<file path="src/rtl/dsc_pkg.sv">
`default_nettype none
package dsc_pkg;
  localparam int DSC_BANKS = 4;
  localparam int DSC_ROW_W = 13;
  localparam int DSC_EMR_W = 13;
  localparam logic [1:0] DSC_SEL_BASE = 2'h0;
  localparam logic [1:0] DSC_SEL_EXT = 2'h1;
  localparam int DSC_LOOP_BIT = 0;
  localparam int DSC_DRIVE_BIT = 1;
  localparam int DSC_AP_BIT = 10;
  localparam int DSC_COL_HI_X16 = 8;
  localparam int DSC_COL_HI_X8 = 9;
  localparam int DSC_COL_X4_EXTRA = 11;
  localparam int DSC_COL_W = 11;
  localparam logic [DSC_EMR_W-1:0] DSC_EMR_RESET = 13'h0000;
  // command codes: {ras_n, cas_n, we_n}
  localparam logic [2:0] DSC_CMD_NOP = 3'h7;
  localparam logic [2:0] DSC_CMD_ACT = 3'h3;
  localparam logic [2:0] DSC_CMD_READ = 3'h5;
  localparam logic [2:0] DSC_CMD_WRITE = 3'h4;
  localparam logic [2:0] DSC_CMD_TERM = 3'h6;
  localparam logic [2:0] DSC_CMD_PRE = 3'h2;
  localparam logic [2:0] DSC_CMD_REF = 3'h1;
  localparam logic [2:0] DSC_CMD_LOAD = 3'h0;
  localparam real DSC_CLK_MHZ = 125.0;
  localparam real DSC_REFI_US = 7.8;
  localparam real DSC_REF_MAX_US = 70.2;
  localparam int DSC_REF_MAX_CYC = int'($floor(DSC_REF_MAX_US * DSC_CLK_MHZ));
  localparam int DSC_REFI_CYC = int'($floor(DSC_REFI_US * DSC_CLK_MHZ));
  localparam int DSC_PRE_CYC = 3;
  localparam int DSC_BURST_CYC = 4;
  localparam int DSC_RFADDR_W = 15;
  typedef enum logic [1:0]
  {
    DSC_BANK_IDLE = 2'h0,
    DSC_BANK_OPEN = 2'h1,
    DSC_BANK_PRE = 2'h2
  } dsc_bank_type;
endpackage
`default_nettype wire

</file>
<file path="src/rtl/dsc_bank.sv">
`default_nettype none
// per-bank state tracker: row open, precharge timing, auto-precharge at burst end
module dsc_bank
  import dsc_pkg::*;
#(
  parameter int PRE_CYC = DSC_PRE_CYC,
  parameter int BURST_CYC = DSC_BURST_CYC
)
(
  // clock and reset
  input wire logic ref_clk,
  input wire logic rst,
  // decoded commands for this bank
  input wire logic act_hit,
  input wire logic pre_hit,
  input wire logic acc_hit,
  input wire logic acc_auto_pre,
  input wire logic [DSC_ROW_W-1:0] row_in,
  // state
  output dsc_bank_type state,
  output logic [DSC_ROW_W-1:0] open_row
);
  dsc_bank_type state_ff;
  logic [DSC_ROW_W-1:0] row_ff;
  logic [3:0] cnt_ff;
  logic ap_pending_ff;

  assign state = state_ff;
  assign open_row = row_ff;

  always_ff @(posedge ref_clk)
  begin
    if (rst)
    begin
      state_ff <= DSC_BANK_IDLE;
      cnt_ff <= 4'h0;
      ap_pending_ff <= 1'b0;
    end
    else
    begin
      case (state_ff)
        DSC_BANK_IDLE:
        begin
          if (act_hit)
          begin
            state_ff <= DSC_BANK_OPEN;
          end
        end
        DSC_BANK_OPEN:
        begin
          if (pre_hit)
          begin
            state_ff <= DSC_BANK_PRE;
            cnt_ff <= 4'(PRE_CYC - 1);
            ap_pending_ff <= 1'b0;
          end
          else if (acc_hit && acc_auto_pre)
          begin
            ap_pending_ff <= 1'b1;
            cnt_ff <= 4'(BURST_CYC - 1);
          end
          else if (acc_hit)
          begin
            ap_pending_ff <= 1'b0;
          end
          else if (ap_pending_ff)
          begin
            if (cnt_ff == 4'h0)
            begin
              state_ff <= DSC_BANK_PRE;
              cnt_ff <= 4'(PRE_CYC - 1);
              ap_pending_ff <= 1'b0;
            end
            else
            begin
              cnt_ff <= cnt_ff - 4'h1;
            end
          end
        end
        default:
        begin
          // second precharge here is ignored
          if (cnt_ff == 4'h0)
          begin
            state_ff <= DSC_BANK_IDLE;
          end
          else
          begin
            cnt_ff <= cnt_ff - 4'h1;
          end
        end
      endcase
    end
  end

  always_ff @(posedge ref_clk)
  begin
    if (rst)
    begin
      row_ff <= '0;
    end
    else if (state_ff == DSC_BANK_IDLE && act_hit)
    begin
      row_ff <= row_in;
    end
  end

  a_pre_closes: assert property (@(posedge ref_clk) disable iff (rst)
    (state_ff == DSC_BANK_OPEN && pre_hit) |=> state_ff == DSC_BANK_PRE)
    else $error("precharge did not close bank");
  a_idle_pre_nop: assert property (@(posedge ref_clk) disable iff (rst)
    (state_ff == DSC_BANK_IDLE && !act_hit) |=> state_ff == DSC_BANK_IDLE)
    else $error("idle bank changed without activate");
  a_act_opens: assert property (@(posedge ref_clk) disable iff (rst)
    (state_ff == DSC_BANK_IDLE && act_hit) |=> (state_ff == DSC_BANK_OPEN
    && row_ff == $past(row_in)))
    else $error("activate did not open row");
endmodule
`default_nettype wire

</file>
<file path="src/rtl/dsc_core.sv">
`default_nettype none
// command decoder, extended config register, refresh and write-mask path
module dsc_core
  import dsc_pkg::*;
#(
  parameter int BANKS = DSC_BANKS,
  parameter int DQ_W = 16,
  parameter int MASK_W = 2,
  parameter int REF_MAX_CYC = DSC_REF_MAX_CYC,
  parameter logic [1:0] ORG = 2'h2
)
(
  // clock and reset
  input wire logic ref_clk,
  input wire logic rst,
  // command pins
  input wire logic cke,
  input wire logic cs_n,
  input wire logic ras_n,
  input wire logic cas_n,
  input wire logic we_n,
  input wire logic bank_select_low,
  input wire logic bank_select_high,
  input wire logic [DSC_ROW_W-1:0] addr,
  // write data
  input wire logic [DQ_W-1:0] wr_data,
  input wire logic [MASK_W-1:0] write_byte_mask,
  input wire logic wr_data_valid,
  // array side
  output logic array_wr_en,
  output logic [MASK_W-1:0] array_byte_en,
  output logic [DQ_W-1:0] array_wr_data,
  output logic [1:0] array_bank,
  output logic [DSC_COL_W-1:0] array_col,
  output logic refresh_pulse,
  output logic [DSC_RFADDR_W-1:0] refresh_addr,
  // status
  output logic loop_enabled,
  output logic drive_weak,
  output logic self_refresh,
  output logic read_active,
  output logic refresh_late,
  output logic [BANKS-1:0] bank_open
);
  logic [DSC_EMR_W-1:0] extended_mode_config_ff;
  logic self_ref_ff;
  logic read_act_ff;
  logic read_ap_ff;
  logic [3:0] burst_cnt_ff;
  logic [DSC_RFADDR_W-1:0] rf_addr_ff;
  logic [31:0] ref_gap_ff;
  logic [DQ_W-1:0] wdata_ff;
  logic [MASK_W-1:0] ben_ff;
  logic wen_ff;
  logic [1:0] bank_ff;
  logic [DSC_COL_W-1:0] col_ff;
  logic [2:0] cmd;
  logic cmd_ok;
  logic [1:0] bsel;
  logic ap;
  dsc_bank_type bstate [BANKS];

  function automatic logic [DSC_COL_W-1:0] start_col(input logic [DSC_ROW_W-1:0] a,
                                                     input logic [1:0] org);
    logic [DSC_COL_W-1:0] c;
    c = '0;
    if (org == 2'h2)
    begin
      c = {2'h0, a[DSC_COL_HI_X16:0]};
    end
    else if (org == 2'h1)
    begin
      c = {1'h0, a[DSC_COL_HI_X8:0]};
    end
    else
    begin
      c = {a[DSC_COL_X4_EXTRA], a[DSC_COL_HI_X8:0]};
    end
    return c;
  endfunction

  // deselect and no-operation decode as nothing; running bursts keep going
  assign cmd = {ras_n, cas_n, we_n};
  assign cmd_ok = !cs_n && !self_ref_ff && cmd != DSC_CMD_NOP;
  assign bsel = {bank_select_high, bank_select_low};
  assign ap = addr[DSC_AP_BIT];

  //////////////////////////////////////////////////////////////////////////////
  always_ff @(posedge ref_clk)
  begin
    if (rst)
    begin
      extended_mode_config_ff <= DSC_EMR_RESET;
    end
    else if (cmd_ok && cke && cmd == DSC_CMD_LOAD && bsel == DSC_SEL_EXT)
    begin
      extended_mode_config_ff <= addr;
    end
  end

  // loop forced off in self refresh, restored from the register on exit
  assign loop_enabled = !extended_mode_config_ff[DSC_LOOP_BIT] && !self_ref_ff;
  assign drive_weak = extended_mode_config_ff[DSC_DRIVE_BIT];
  assign self_refresh = self_ref_ff;
  assign read_active = read_act_ff;
  assign refresh_late = ref_gap_ff >= 32'(REF_MAX_CYC);

  //////////////////////////////////////////////////////////////////////////////
  always_ff @(posedge ref_clk)
  begin
    if (rst)
    begin
      self_ref_ff <= 1'b0;
    end
    else if (self_ref_ff)
    begin
      if (cke)
      begin
        self_ref_ff <= 1'b0;
      end
    end
    else if (cmd_ok && !cke && cmd == DSC_CMD_REF)
    begin
      self_ref_ff <= 1'b1;
    end
  end

  // auto refresh ignores address pins; internal row counter advances
  always_ff @(posedge ref_clk)
  begin
    if (rst)
    begin
      rf_addr_ff <= '0;
      refresh_pulse <= 1'b0;
    end
    else
    begin
      refresh_pulse <= cmd_ok && cke && cmd == DSC_CMD_REF;
      if (cmd_ok && cke && cmd == DSC_CMD_REF)
      begin
        rf_addr_ff <= rf_addr_ff + DSC_RFADDR_W'(1);
      end
    end
  end
  assign refresh_addr = rf_addr_ff;

  // gap monitor, saturating; flags controller lateness only
  always_ff @(posedge ref_clk)
  begin
    if (rst || (cmd_ok && cmd == DSC_CMD_REF) || self_ref_ff)
    begin
      ref_gap_ff <= '0;
    end
    else if (!refresh_late)
    begin
      ref_gap_ff <= ref_gap_ff + 32'h1;
    end
  end

  //////////////////////////////////////////////////////////////////////////////
  // read burst tracking for terminate
  always_ff @(posedge ref_clk)
  begin
    if (rst)
    begin
      read_act_ff <= 1'b0;
      read_ap_ff <= 1'b0;
      burst_cnt_ff <= 4'h0;
    end
    else if (cmd_ok && cmd == DSC_CMD_READ)
    begin
      read_act_ff <= 1'b1;
      read_ap_ff <= ap;
      burst_cnt_ff <= 4'(DSC_BURST_CYC - 1);
    end
    else if (cmd_ok && cmd == DSC_CMD_TERM && read_act_ff && !read_ap_ff)
    begin
      read_act_ff <= 1'b0;
    end
    else if (read_act_ff)
    begin
      if (burst_cnt_ff == 4'h0)
      begin
        read_act_ff <= 1'b0;
      end
      else
      begin
        burst_cnt_ff <= burst_cnt_ff - 4'h1;
      end
    end
  end

  //////////////////////////////////////////////////////////////////////////////
  // access address latch and masked write path
  always_ff @(posedge ref_clk)
  begin
    if (rst)
    begin
      bank_ff <= 2'h0;
      col_ff <= '0;
    end
    else if (cmd_ok && (cmd == DSC_CMD_READ || cmd == DSC_CMD_WRITE))
    begin
      bank_ff <= bsel;
      col_ff <= start_col(addr, ORG);
    end
  end

  always_ff @(posedge ref_clk)
  begin
    if (rst)
    begin
      wen_ff <= 1'b0;
      ben_ff <= '0;
      wdata_ff <= '0;
    end
    else
    begin
      wen_ff <= wr_data_valid && (write_byte_mask != {MASK_W{1'b1}});
      ben_ff <= ~write_byte_mask;
      wdata_ff <= wr_data;
    end
  end
  assign array_wr_en = wen_ff;
  assign array_byte_en = ben_ff;
  assign array_wr_data = wdata_ff;
  assign array_bank = bank_ff;
  assign array_col = col_ff;

  //////////////////////////////////////////////////////////////////////////////
  genvar g;
  generate
    for (g = 0; g < BANKS; g++)
    begin : g_bank
      dsc_bank u_bank (
        .ref_clk(ref_clk),
        .rst(rst),
        .act_hit(cmd_ok && cmd == DSC_CMD_ACT && bsel == 2'(g)),
        .pre_hit(cmd_ok && cmd == DSC_CMD_PRE && (ap || bsel == 2'(g))),
        .acc_hit(cmd_ok && (cmd == DSC_CMD_READ || cmd == DSC_CMD_WRITE) && bsel == 2'(g)),
        .acc_auto_pre(ap),
        .row_in(addr),
        .state(bstate[g]),
        .open_row()
      );
      assign bank_open[g] = bstate[g] == DSC_BANK_OPEN;
    end
  endgenerate

  a_ext_load: assert property (@(posedge ref_clk) disable iff (rst)
    (cmd_ok && cke && cmd == DSC_CMD_LOAD && bsel == DSC_SEL_EXT)
    |=> extended_mode_config_ff == $past(addr))
    else $error("extended config not loaded");
  a_base_no_load: assert property (@(posedge ref_clk) disable iff (rst)
    (cmd_ok && cmd == DSC_CMD_LOAD && bsel == DSC_SEL_BASE)
    |=> $stable(extended_mode_config_ff))
    else $error("base load touched extended config");
  a_loop_ctrl: assert property (@(posedge ref_clk) disable iff (rst)
    (cmd_ok && cke && cmd == DSC_CMD_LOAD && bsel == DSC_SEL_EXT)
    |=> loop_enabled == !$past(addr[DSC_LOOP_BIT]))
    else $error("loop enable does not follow config");
  a_drive_sel: assert property (@(posedge ref_clk) disable iff (rst)
    (cmd_ok && cke && cmd == DSC_CMD_LOAD && bsel == DSC_SEL_EXT)
    |=> drive_weak == $past(addr[DSC_DRIVE_BIT]))
    else $error("drive strength does not follow config");
  a_sr_loop_off: assert property (@(posedge ref_clk) disable iff (rst)
    (cmd_ok && !cke && cmd == DSC_CMD_REF) |=> (self_ref_ff && !loop_enabled))
    else $error("self refresh did not stop loop");
  a_nop_keeps: assert property (@(posedge ref_clk) disable iff (rst)
    (cs_n && !self_ref_ff) |=> ($stable(extended_mode_config_ff) && $stable(rf_addr_ff)))
    else $error("deselect changed state");
  a_term_cuts: assert property (@(posedge ref_clk) disable iff (rst)
    (cmd_ok && cmd == DSC_CMD_TERM && read_act_ff && !read_ap_ff) |=> !read_act_ff)
    else $error("terminate did not cut read");
  a_refresh_adv: assert property (@(posedge ref_clk) disable iff (rst)
    (cmd_ok && cke && cmd == DSC_CMD_REF) |=> (refresh_pulse
    && rf_addr_ff == $past(rf_addr_ff) + DSC_RFADDR_W'(1)))
    else $error("refresh counter did not advance");
  a_mask_write: assert property (@(posedge ref_clk) disable iff (rst)
    (wr_data_valid && write_byte_mask == {MASK_W{1'b1}}) |=> !array_wr_en)
    else $error("fully masked write reached array");
endmodule
`default_nettype wire

</file>
<file path="config.mk">
export PLATFORM = sky130hd
export DESIGN_NAME = dsc_core
export DESIGN_NICKNAME = d
export VERILOG_FILES = /design/src/rtl/dsc_pkg.sv /design/src/rtl/dsc_bank.sv /design/src/rtl/dsc_core.sv
export SDC_FILE = /design/constraint.sdc
export NUM_CORES = 1
export LEC_CHECK = 0
export BUFFER_PORTS_ARGS = -buffer_cell sky130_fd_sc_hd__buf_2
export CAP_MARGIN = 5
export CELL_PAD_IN_SITES_DETAIL_PLACEMENT = 1
export CELL_PAD_IN_SITES_GLOBAL_PLACEMENT = 2
export CORE_MARGIN = 2
export CORE_UTILIZATION = 33
export DETAILED_ROUTE_END_ITERATION = 6
export PLACE_DENSITY = 0.88
export SLEW_MARGIN = 40
export SYNTH_ARGS = -nofsm -noshare
export SYNTH_HDL_FRONTEND = slang
export SYNTH_SLANG_ARGS = --single-unit
</file>
<file path="constraint.sdc">
create_clock -name ref_clk -period 2.8 [get_ports ref_clk]
set_clock_uncertainty 0.2 [all_clocks]
set_input_delay 0.56 -clock ref_clk [delete_from_list [all_inputs] [get_ports ref_clk]]
set_output_delay 0.56 -clock ref_clk [all_outputs]
set_load 0.02 [all_outputs]
</file>
* Yosys cells after proc, flatten, opt, wreduce, memory -nomap -nowiden
Index checks and enable logic that the tools add are counted.
** Storage, ports and cells
- Output and inout bits :: 57
- Flip-flop bits (word level) :: 115
** Cells by class
- Order comparisons :: 1
- Multiplexer cells :: 91
- Bitwise gates (word level) :: 7
- Reductions and logical operators :: 73
- $add $sub $neg :: 7
- Equal/unequal tests :: 49
** Operators with widths (number)
- $mux 4 :: 24
- $mux 2 :: 32
- $logic_and 1x1->1 :: 34
- $add 32x1->32 const B :: 1
- $ge 32x14->1 const B :: 1
- $pmux 4 s2 :: 4
- $mux 1 :: 27
- $ne 3x1->1 const B :: 8
- $ne 3x2->1 const B :: 8
- $reduce_and 6->1 :: 4
- $logic_not 4->1 :: 5
- $sub 4x1->4 const B :: 5
- $ne 4x1->1 const B :: 4
- $ne 4x3->1 const B :: 4
- $pmux 2 s2 :: 4
- $reduce_and 4->1 :: 4
- $add 15x1->15 const B :: 1
- $ne 2x2->1 const B :: 7
- $reduce_bool 3->1 :: 4
- $eq 2x1->1 const B :: 5
- $logic_not 2->1 :: 5
- $eq 3x3->1 const B :: 3
- $ne 2x1->1 const B :: 4
- $logic_or 1x1->1 :: 7
- 11 further kinds :: 23

* Depth between registers and ports, before layout
- Depth in word-level cells :: 9
- Mapped depth :: 9
- Gate-level depth less buffers :: 7

* By module
Synthesis repeated with hierarchy kept, for this count alone.
** Unflattened totals
- Cell total of the unflattened synthesis :: 832
- Area, all modules :: 7086.8 µm²
** Modules (own cells, without submodules)
- dsc_bank :: area an instance 892.1 µm², sequential area each 400.4 µm², cells each 108, instances 4
- dsc_core :: area an instance 3518.4 µm², sequential area each 1741.7 µm², cells each 400, instances 1

* Worst setup path after synthesis
No wires, ideal clock.
- Path kind :: input -> register
- Start point :: in cs_n
- End point :: reg rf_addr_ff[9], in the netlist refresh_addr[9]
- Path buffers :: 0
- Cell stages on the path :: 5
- Data arrival time :: 2.094 ns
- Path slack :: 0.385 ns
- Path through :: nor4b_1 > nand4_1 > nor2_1 > and3_1 > mux2_2
** Between the ends
- Word-level cells in the longest chain between the ends :: 5
** Ends and longest elaborated chain
- start, declared :: line dsc_core.sv:18 : input wire logic cs_n,
- $logic_not 1->1 :: line dsc_core.sv:84 : assign cmd_ok = !cs_n && !self_ref_ff && cmd != DSC_CMD_NOP;
- $logic_and 1x1->1 (2 in series) :: line dsc_core.sv:84
- $logic_and 1x1->1 (2 in series) :: line dsc_core.sv:139 : if (cmd_ok && cke && cmd == DSC_CMD_REF)
- end signal, assigned :: line dsc_core.sv:141 : rf_addr_ff <= rf_addr_ff + DSC_RFADDR_W'(1);
- end, declared :: line dsc_core.sv:50 : logic [DSC_RFADDR_W-1:0] rf_addr_ff;
Every way passes these cells.
A chain may end at the register's enable or synchronous reset.

* Final worst setup path
- Start point :: reg ref_gap_ff[1]
- End point :: out refresh_late
** Between the ends
- Word-level cells in the longest chain between the ends :: 1
** Ends and longest elaborated chain
- start, declared :: line dsc_core.sv:51 : logic [31:0] ref_gap_ff;
- start signal, assigned :: line dsc_core.sv:156 : ref_gap_ff <= ref_gap_ff + 32'h1;
- $ge 32x14->1 :: line dsc_core.sv:106 : assign refresh_late = ref_gap_ff >= 32'(REF_MAX_CYC);
- end, declared :: line dsc_core.sv:42 : output logic refresh_late,
Every way passes these cells.

==> impl_metrics.json <==
{
  "status": "complete, no violations",
  "wl_um": 15260,
  "ys_seq_area_share_pct": 42.96,
  "maxSlewViolCount": 0,
  "dr.pass1.iters": 4,
  "die_w_um": 131.4,
  "final_common_cell": "dfxtp_1",
  "ys.flop_type": "dfxtp_1",
  "nets": 768,
  "fillers": 1911,
  "p_leak_uw": 0.002786,
  "vias": 5012,
  "layout_common_cells": "113 x dfxtp_1, 91 x buf_2, 53 x nand2_1",
  "synth-edff-count": 0,
  "vdd_drop_max_uv": 491.6,
  "grt_antenna_before_repair": 0,
  "netlist_instances": 621,
  "cp.buffers_inverters": 1,
  "hold_end": "array_byte_en[1]$_SDFF_PP0_",
  "detail_route.wl_per_cell_um": 16.10,
  "rrSetupSlack_ns": 0.23,
  "gr-total-overflow": 0,
  "worstPathCellList": "ha_1 -> a2111o_1 -> a21oi_2 -> or4_4 -> nand2_1 -> buf_6",
  "crit_fanout": 6,
  "cts.clk_slew.worst_paths_ns": 0.05,
  "cts_buffers": 17,
  "start_util_pct": 33.74,
  "rows": 46,
  "hold_depth": 2,
  "period_needed_ns": 2.759,
  "swShare_pct": 20.95,
  "power_frac_comb_pct": 6.1,
  "regToRegStartpoint": "ref_gap_ff[0]$_SDFFE_PP0N_",
  "rr_endpoint": "ref_gap_ff[12]$_SDFFE_PP0N_",
  "pwr-share-seq_pct": 37.9,
  "crit_type": "reg -> out",
  "area_growth_pct": 27.43,
  "critPathMaxStageDelay_ns": 0.55,
  "syn_area_mm2": 0.005359,
  "finalCritPeriodShare_pct": 98.53,
  "grt_pass1_wl_um": 25410,
  "p_int_uw": 3516,
  "clock_sinks": 115,
  "setup_viol": 0,
  "drv_cap": 0,
  "crit_path_end_kind": "output port",
  "cts_buffer_depth": 2,
  "maxSlewHeadroom_pct": 48.54,
  "grt_pass1_vias": 5259,
  "tns_ns": 0,
  "synth_cell_types": 69,
  "gp_congestion": 0.8294,
  "holdWs_ns": 0.1252,
  "required_ns": 2.04,
  "grtUsageTotal_pct": 17.91,
  "clock_latency_ns": 0.41,
  "cp_num_cells": 6,
  "path_delay_family": "simple AND/OR/NAND/NOR gates",
  "h-tree-depth": 4,
  "crit_arrival_ns": 2.00,
  "numPortBuffers": 92,
  "worstHoldStart": "write_byte_mask[1]",
  "async_flop_share_pct": 0,
  "cts_root_buffer": "clkbuf_16",
  "r2r_cells": 9,
  "netSwitchingPower_uw": 932.1,
  "fmax_mhz": 362.5,
  "ys_seq_elements": 115,
  "dieArea_mm2": 0.01727,
  "core-area_mm2": 0.01589,
  "max_slew.worst_pin.slew_ns": 0.7703,
  "die_h_um": 131.4,
  "avgSynthCellArea_um2": 8.629,
  "drive_above_1_share_pct": 23.67,
  "pwr-share-clk_pct": 56.0,
  "yosysWarnings": 0,
  "cts_tree": "built",
  "drtAntennaViolNets": 0,
  "viasPerCell": 5.287,
  "hold_viol_final": 0,
  "cp_slowest_cell": "or4_4",
  "grt_max_degree": 40,
  "dp_hpwl_um": 10710,
  "io_pins": 98,
  "drc_errors": 0,
  "critPathLaunchType": "flip-flop",
  "power_density_mw_per_mm2": 651.3,
  "drtIter0Drc": 215,
  "hold_path_class": "in -> reg"
}
-- logic make-up (layout without fill, tap and decap cells) --
| logic type | Yosys count | in the layout | synth area share (%) |
|---|---|---|---|
| AOI/OAI and AO/OA | 155 | 155 | 19.92 |
| xor gates and xnor gates | 9 | 9 | 1.471 |
| adders and majority gates | 7 | 7 | 1.634 |
| buffers and inverters | 62 | 171 | 4.973 |
| DFF | 115 | 115 | 42.96 |
| muxes | 12 | 12 | 2.358 |
| other | 1 | 3 | 0.06998 |
| and+or+nand+nor | 260 | 260 | 26.62 |
-- sequential cells by signal, indices dropped and copies added (netlist names) --
| signal | count |
|---|---|
| array_wr_data | 16 |
| burst_cnt_ff | 4 |
| refresh_pulse | 1 |
| extended_mode_config_ff | 2 |
| self_refresh | 1 |
| g_bank.u_bank.ap_pending_ff | 4 |
| array_byte_en | 2 |
| array_bank | 2 |
| array_col | 9 |
| read_active | 1 |
| g_bank.u_bank.cnt_ff | 16 |
| read_ap_ff | 1 |
| g_bank.u_bank.state | 8 |
| array_wr_en | 1 |
| ref_gap_ff | 32 |
| refresh_addr | 15 |
-- how the worst max path moves through the flow --
stage                               start                                      end  slack, ns
5_1_grt        ref_gap_ff[1]$_SDFFE_PP0N_                             refresh_late      -0.03
3_5_place_dp                        cas_n  g_bank[0].u_bank.cnt_ff[2]$_SDFFE_PP0P_       0.17
4_1_cts        ref_gap_ff[1]$_SDFFE_PP0N_                             refresh_late       0.04
6_report       ref_gap_ff[1]$_SDFFE_PP0N_                             refresh_late       0.04
2_1_floorplan                        cs_n             refresh_addr[9]$_SDFFE_PP0P_       0.38
3_3_place_gp                         cs_n  g_bank[1].u_bank.cnt_ff[3]$_SDFFE_PP0P_       0.21
-- Yosys cell counts (5+ instances only) --
master	count	area [µm²]
a21oi_1	53	265.3
nand2b_1	16	100.1
nor2b_1	26	162.7
and2_1	21	131.4
dfxtp_1	115	2302
a21o_1	6	45.04
nor3_1	7	35.03
a31oi_1	5	31.28
and3_1	6	37.54
nor2_1	37	138.9
o21ai_0	19	95.09
a21boi_0	7	52.55
mux2i_1	7	70.07
clkbuf_1	23	86.33
o211ai_1	6	45.04
nand3_1	26	130.1
xnor2_1	7	61.31
nand4_1	16	100.1
ha_1	7	87.58
buf_1	5	18.77
or3_1	8	50.05
nand2_1	53	198.9
o31ai_1	9	67.56
nor4_1	11	68.82
inv_1	25	93.84
mux2_2	5	56.30
or4_1	11	82.58
-- per-layer routing --
layer	GRT usage (%)	wire, µm	vias up
li1	-	-	2440
met1	21.66	6843	2466
met2	30.28	7627	88
met3	4.591	539	18
met4	7.307	249	0
met5	0	0	-
-- power groups by stage --
stage | combinational, µW | sequential [µW] | clock (µW)
after floorplan | 140 | 1740 | 0
after global placement | 263 | 1720 | 0
after detailed placement | 273 | 1720 | 0
after CTS | 275 | 1680 | 2550
after global routing | 301 | 1690 | 2620
final | 273 | 1690 | 2490
-- repair_timing --
action                     CTS  global route
setup buffers                1             1
hold buffers                 0             0
cloned                       0             0
pin swaps                    1             3
setup endpoints to repair    1             1
gates resized for setup      4             5
-- layout make-up --
| class | instances | area, µm² | area share (%) |
|---|---|---|---|
| clock buffer | 21 | 480.5 | 7.036 |
| antenna | 1 | 2.502 | 0.03664 |
| sequential | 115 | 2307 | 33.79 |
| inverter | 26 | 97.59 | 1.429 |
| clock inverter | 9 | 200.2 | 2.931 |
| timing repair buffer | 115 | 639.4 | 9.362 |
| multi-input combinational | 445 | 2831 | 41.46 |
| tap | 216 | 270.3 | 3.957 |
-- stage by stage --
stage          power (µW)  utilization, %  instances  setup WS [ns]  area (µm²)
4_1_cts              4508           42.82        946        0.03518        6802
2_1_floorplan        1881               -        622         0.3850        5363
5_1_grt              4607           42.97        947       -0.03356        6827
6_report             4448           42.99        948        0.04103        6829
3_3_place_gp         1980           38.40        915         0.2132        6100
3_5_place_dp         1991           38.40        915         0.1732        6100
Power figures use the tool's default switching activity.
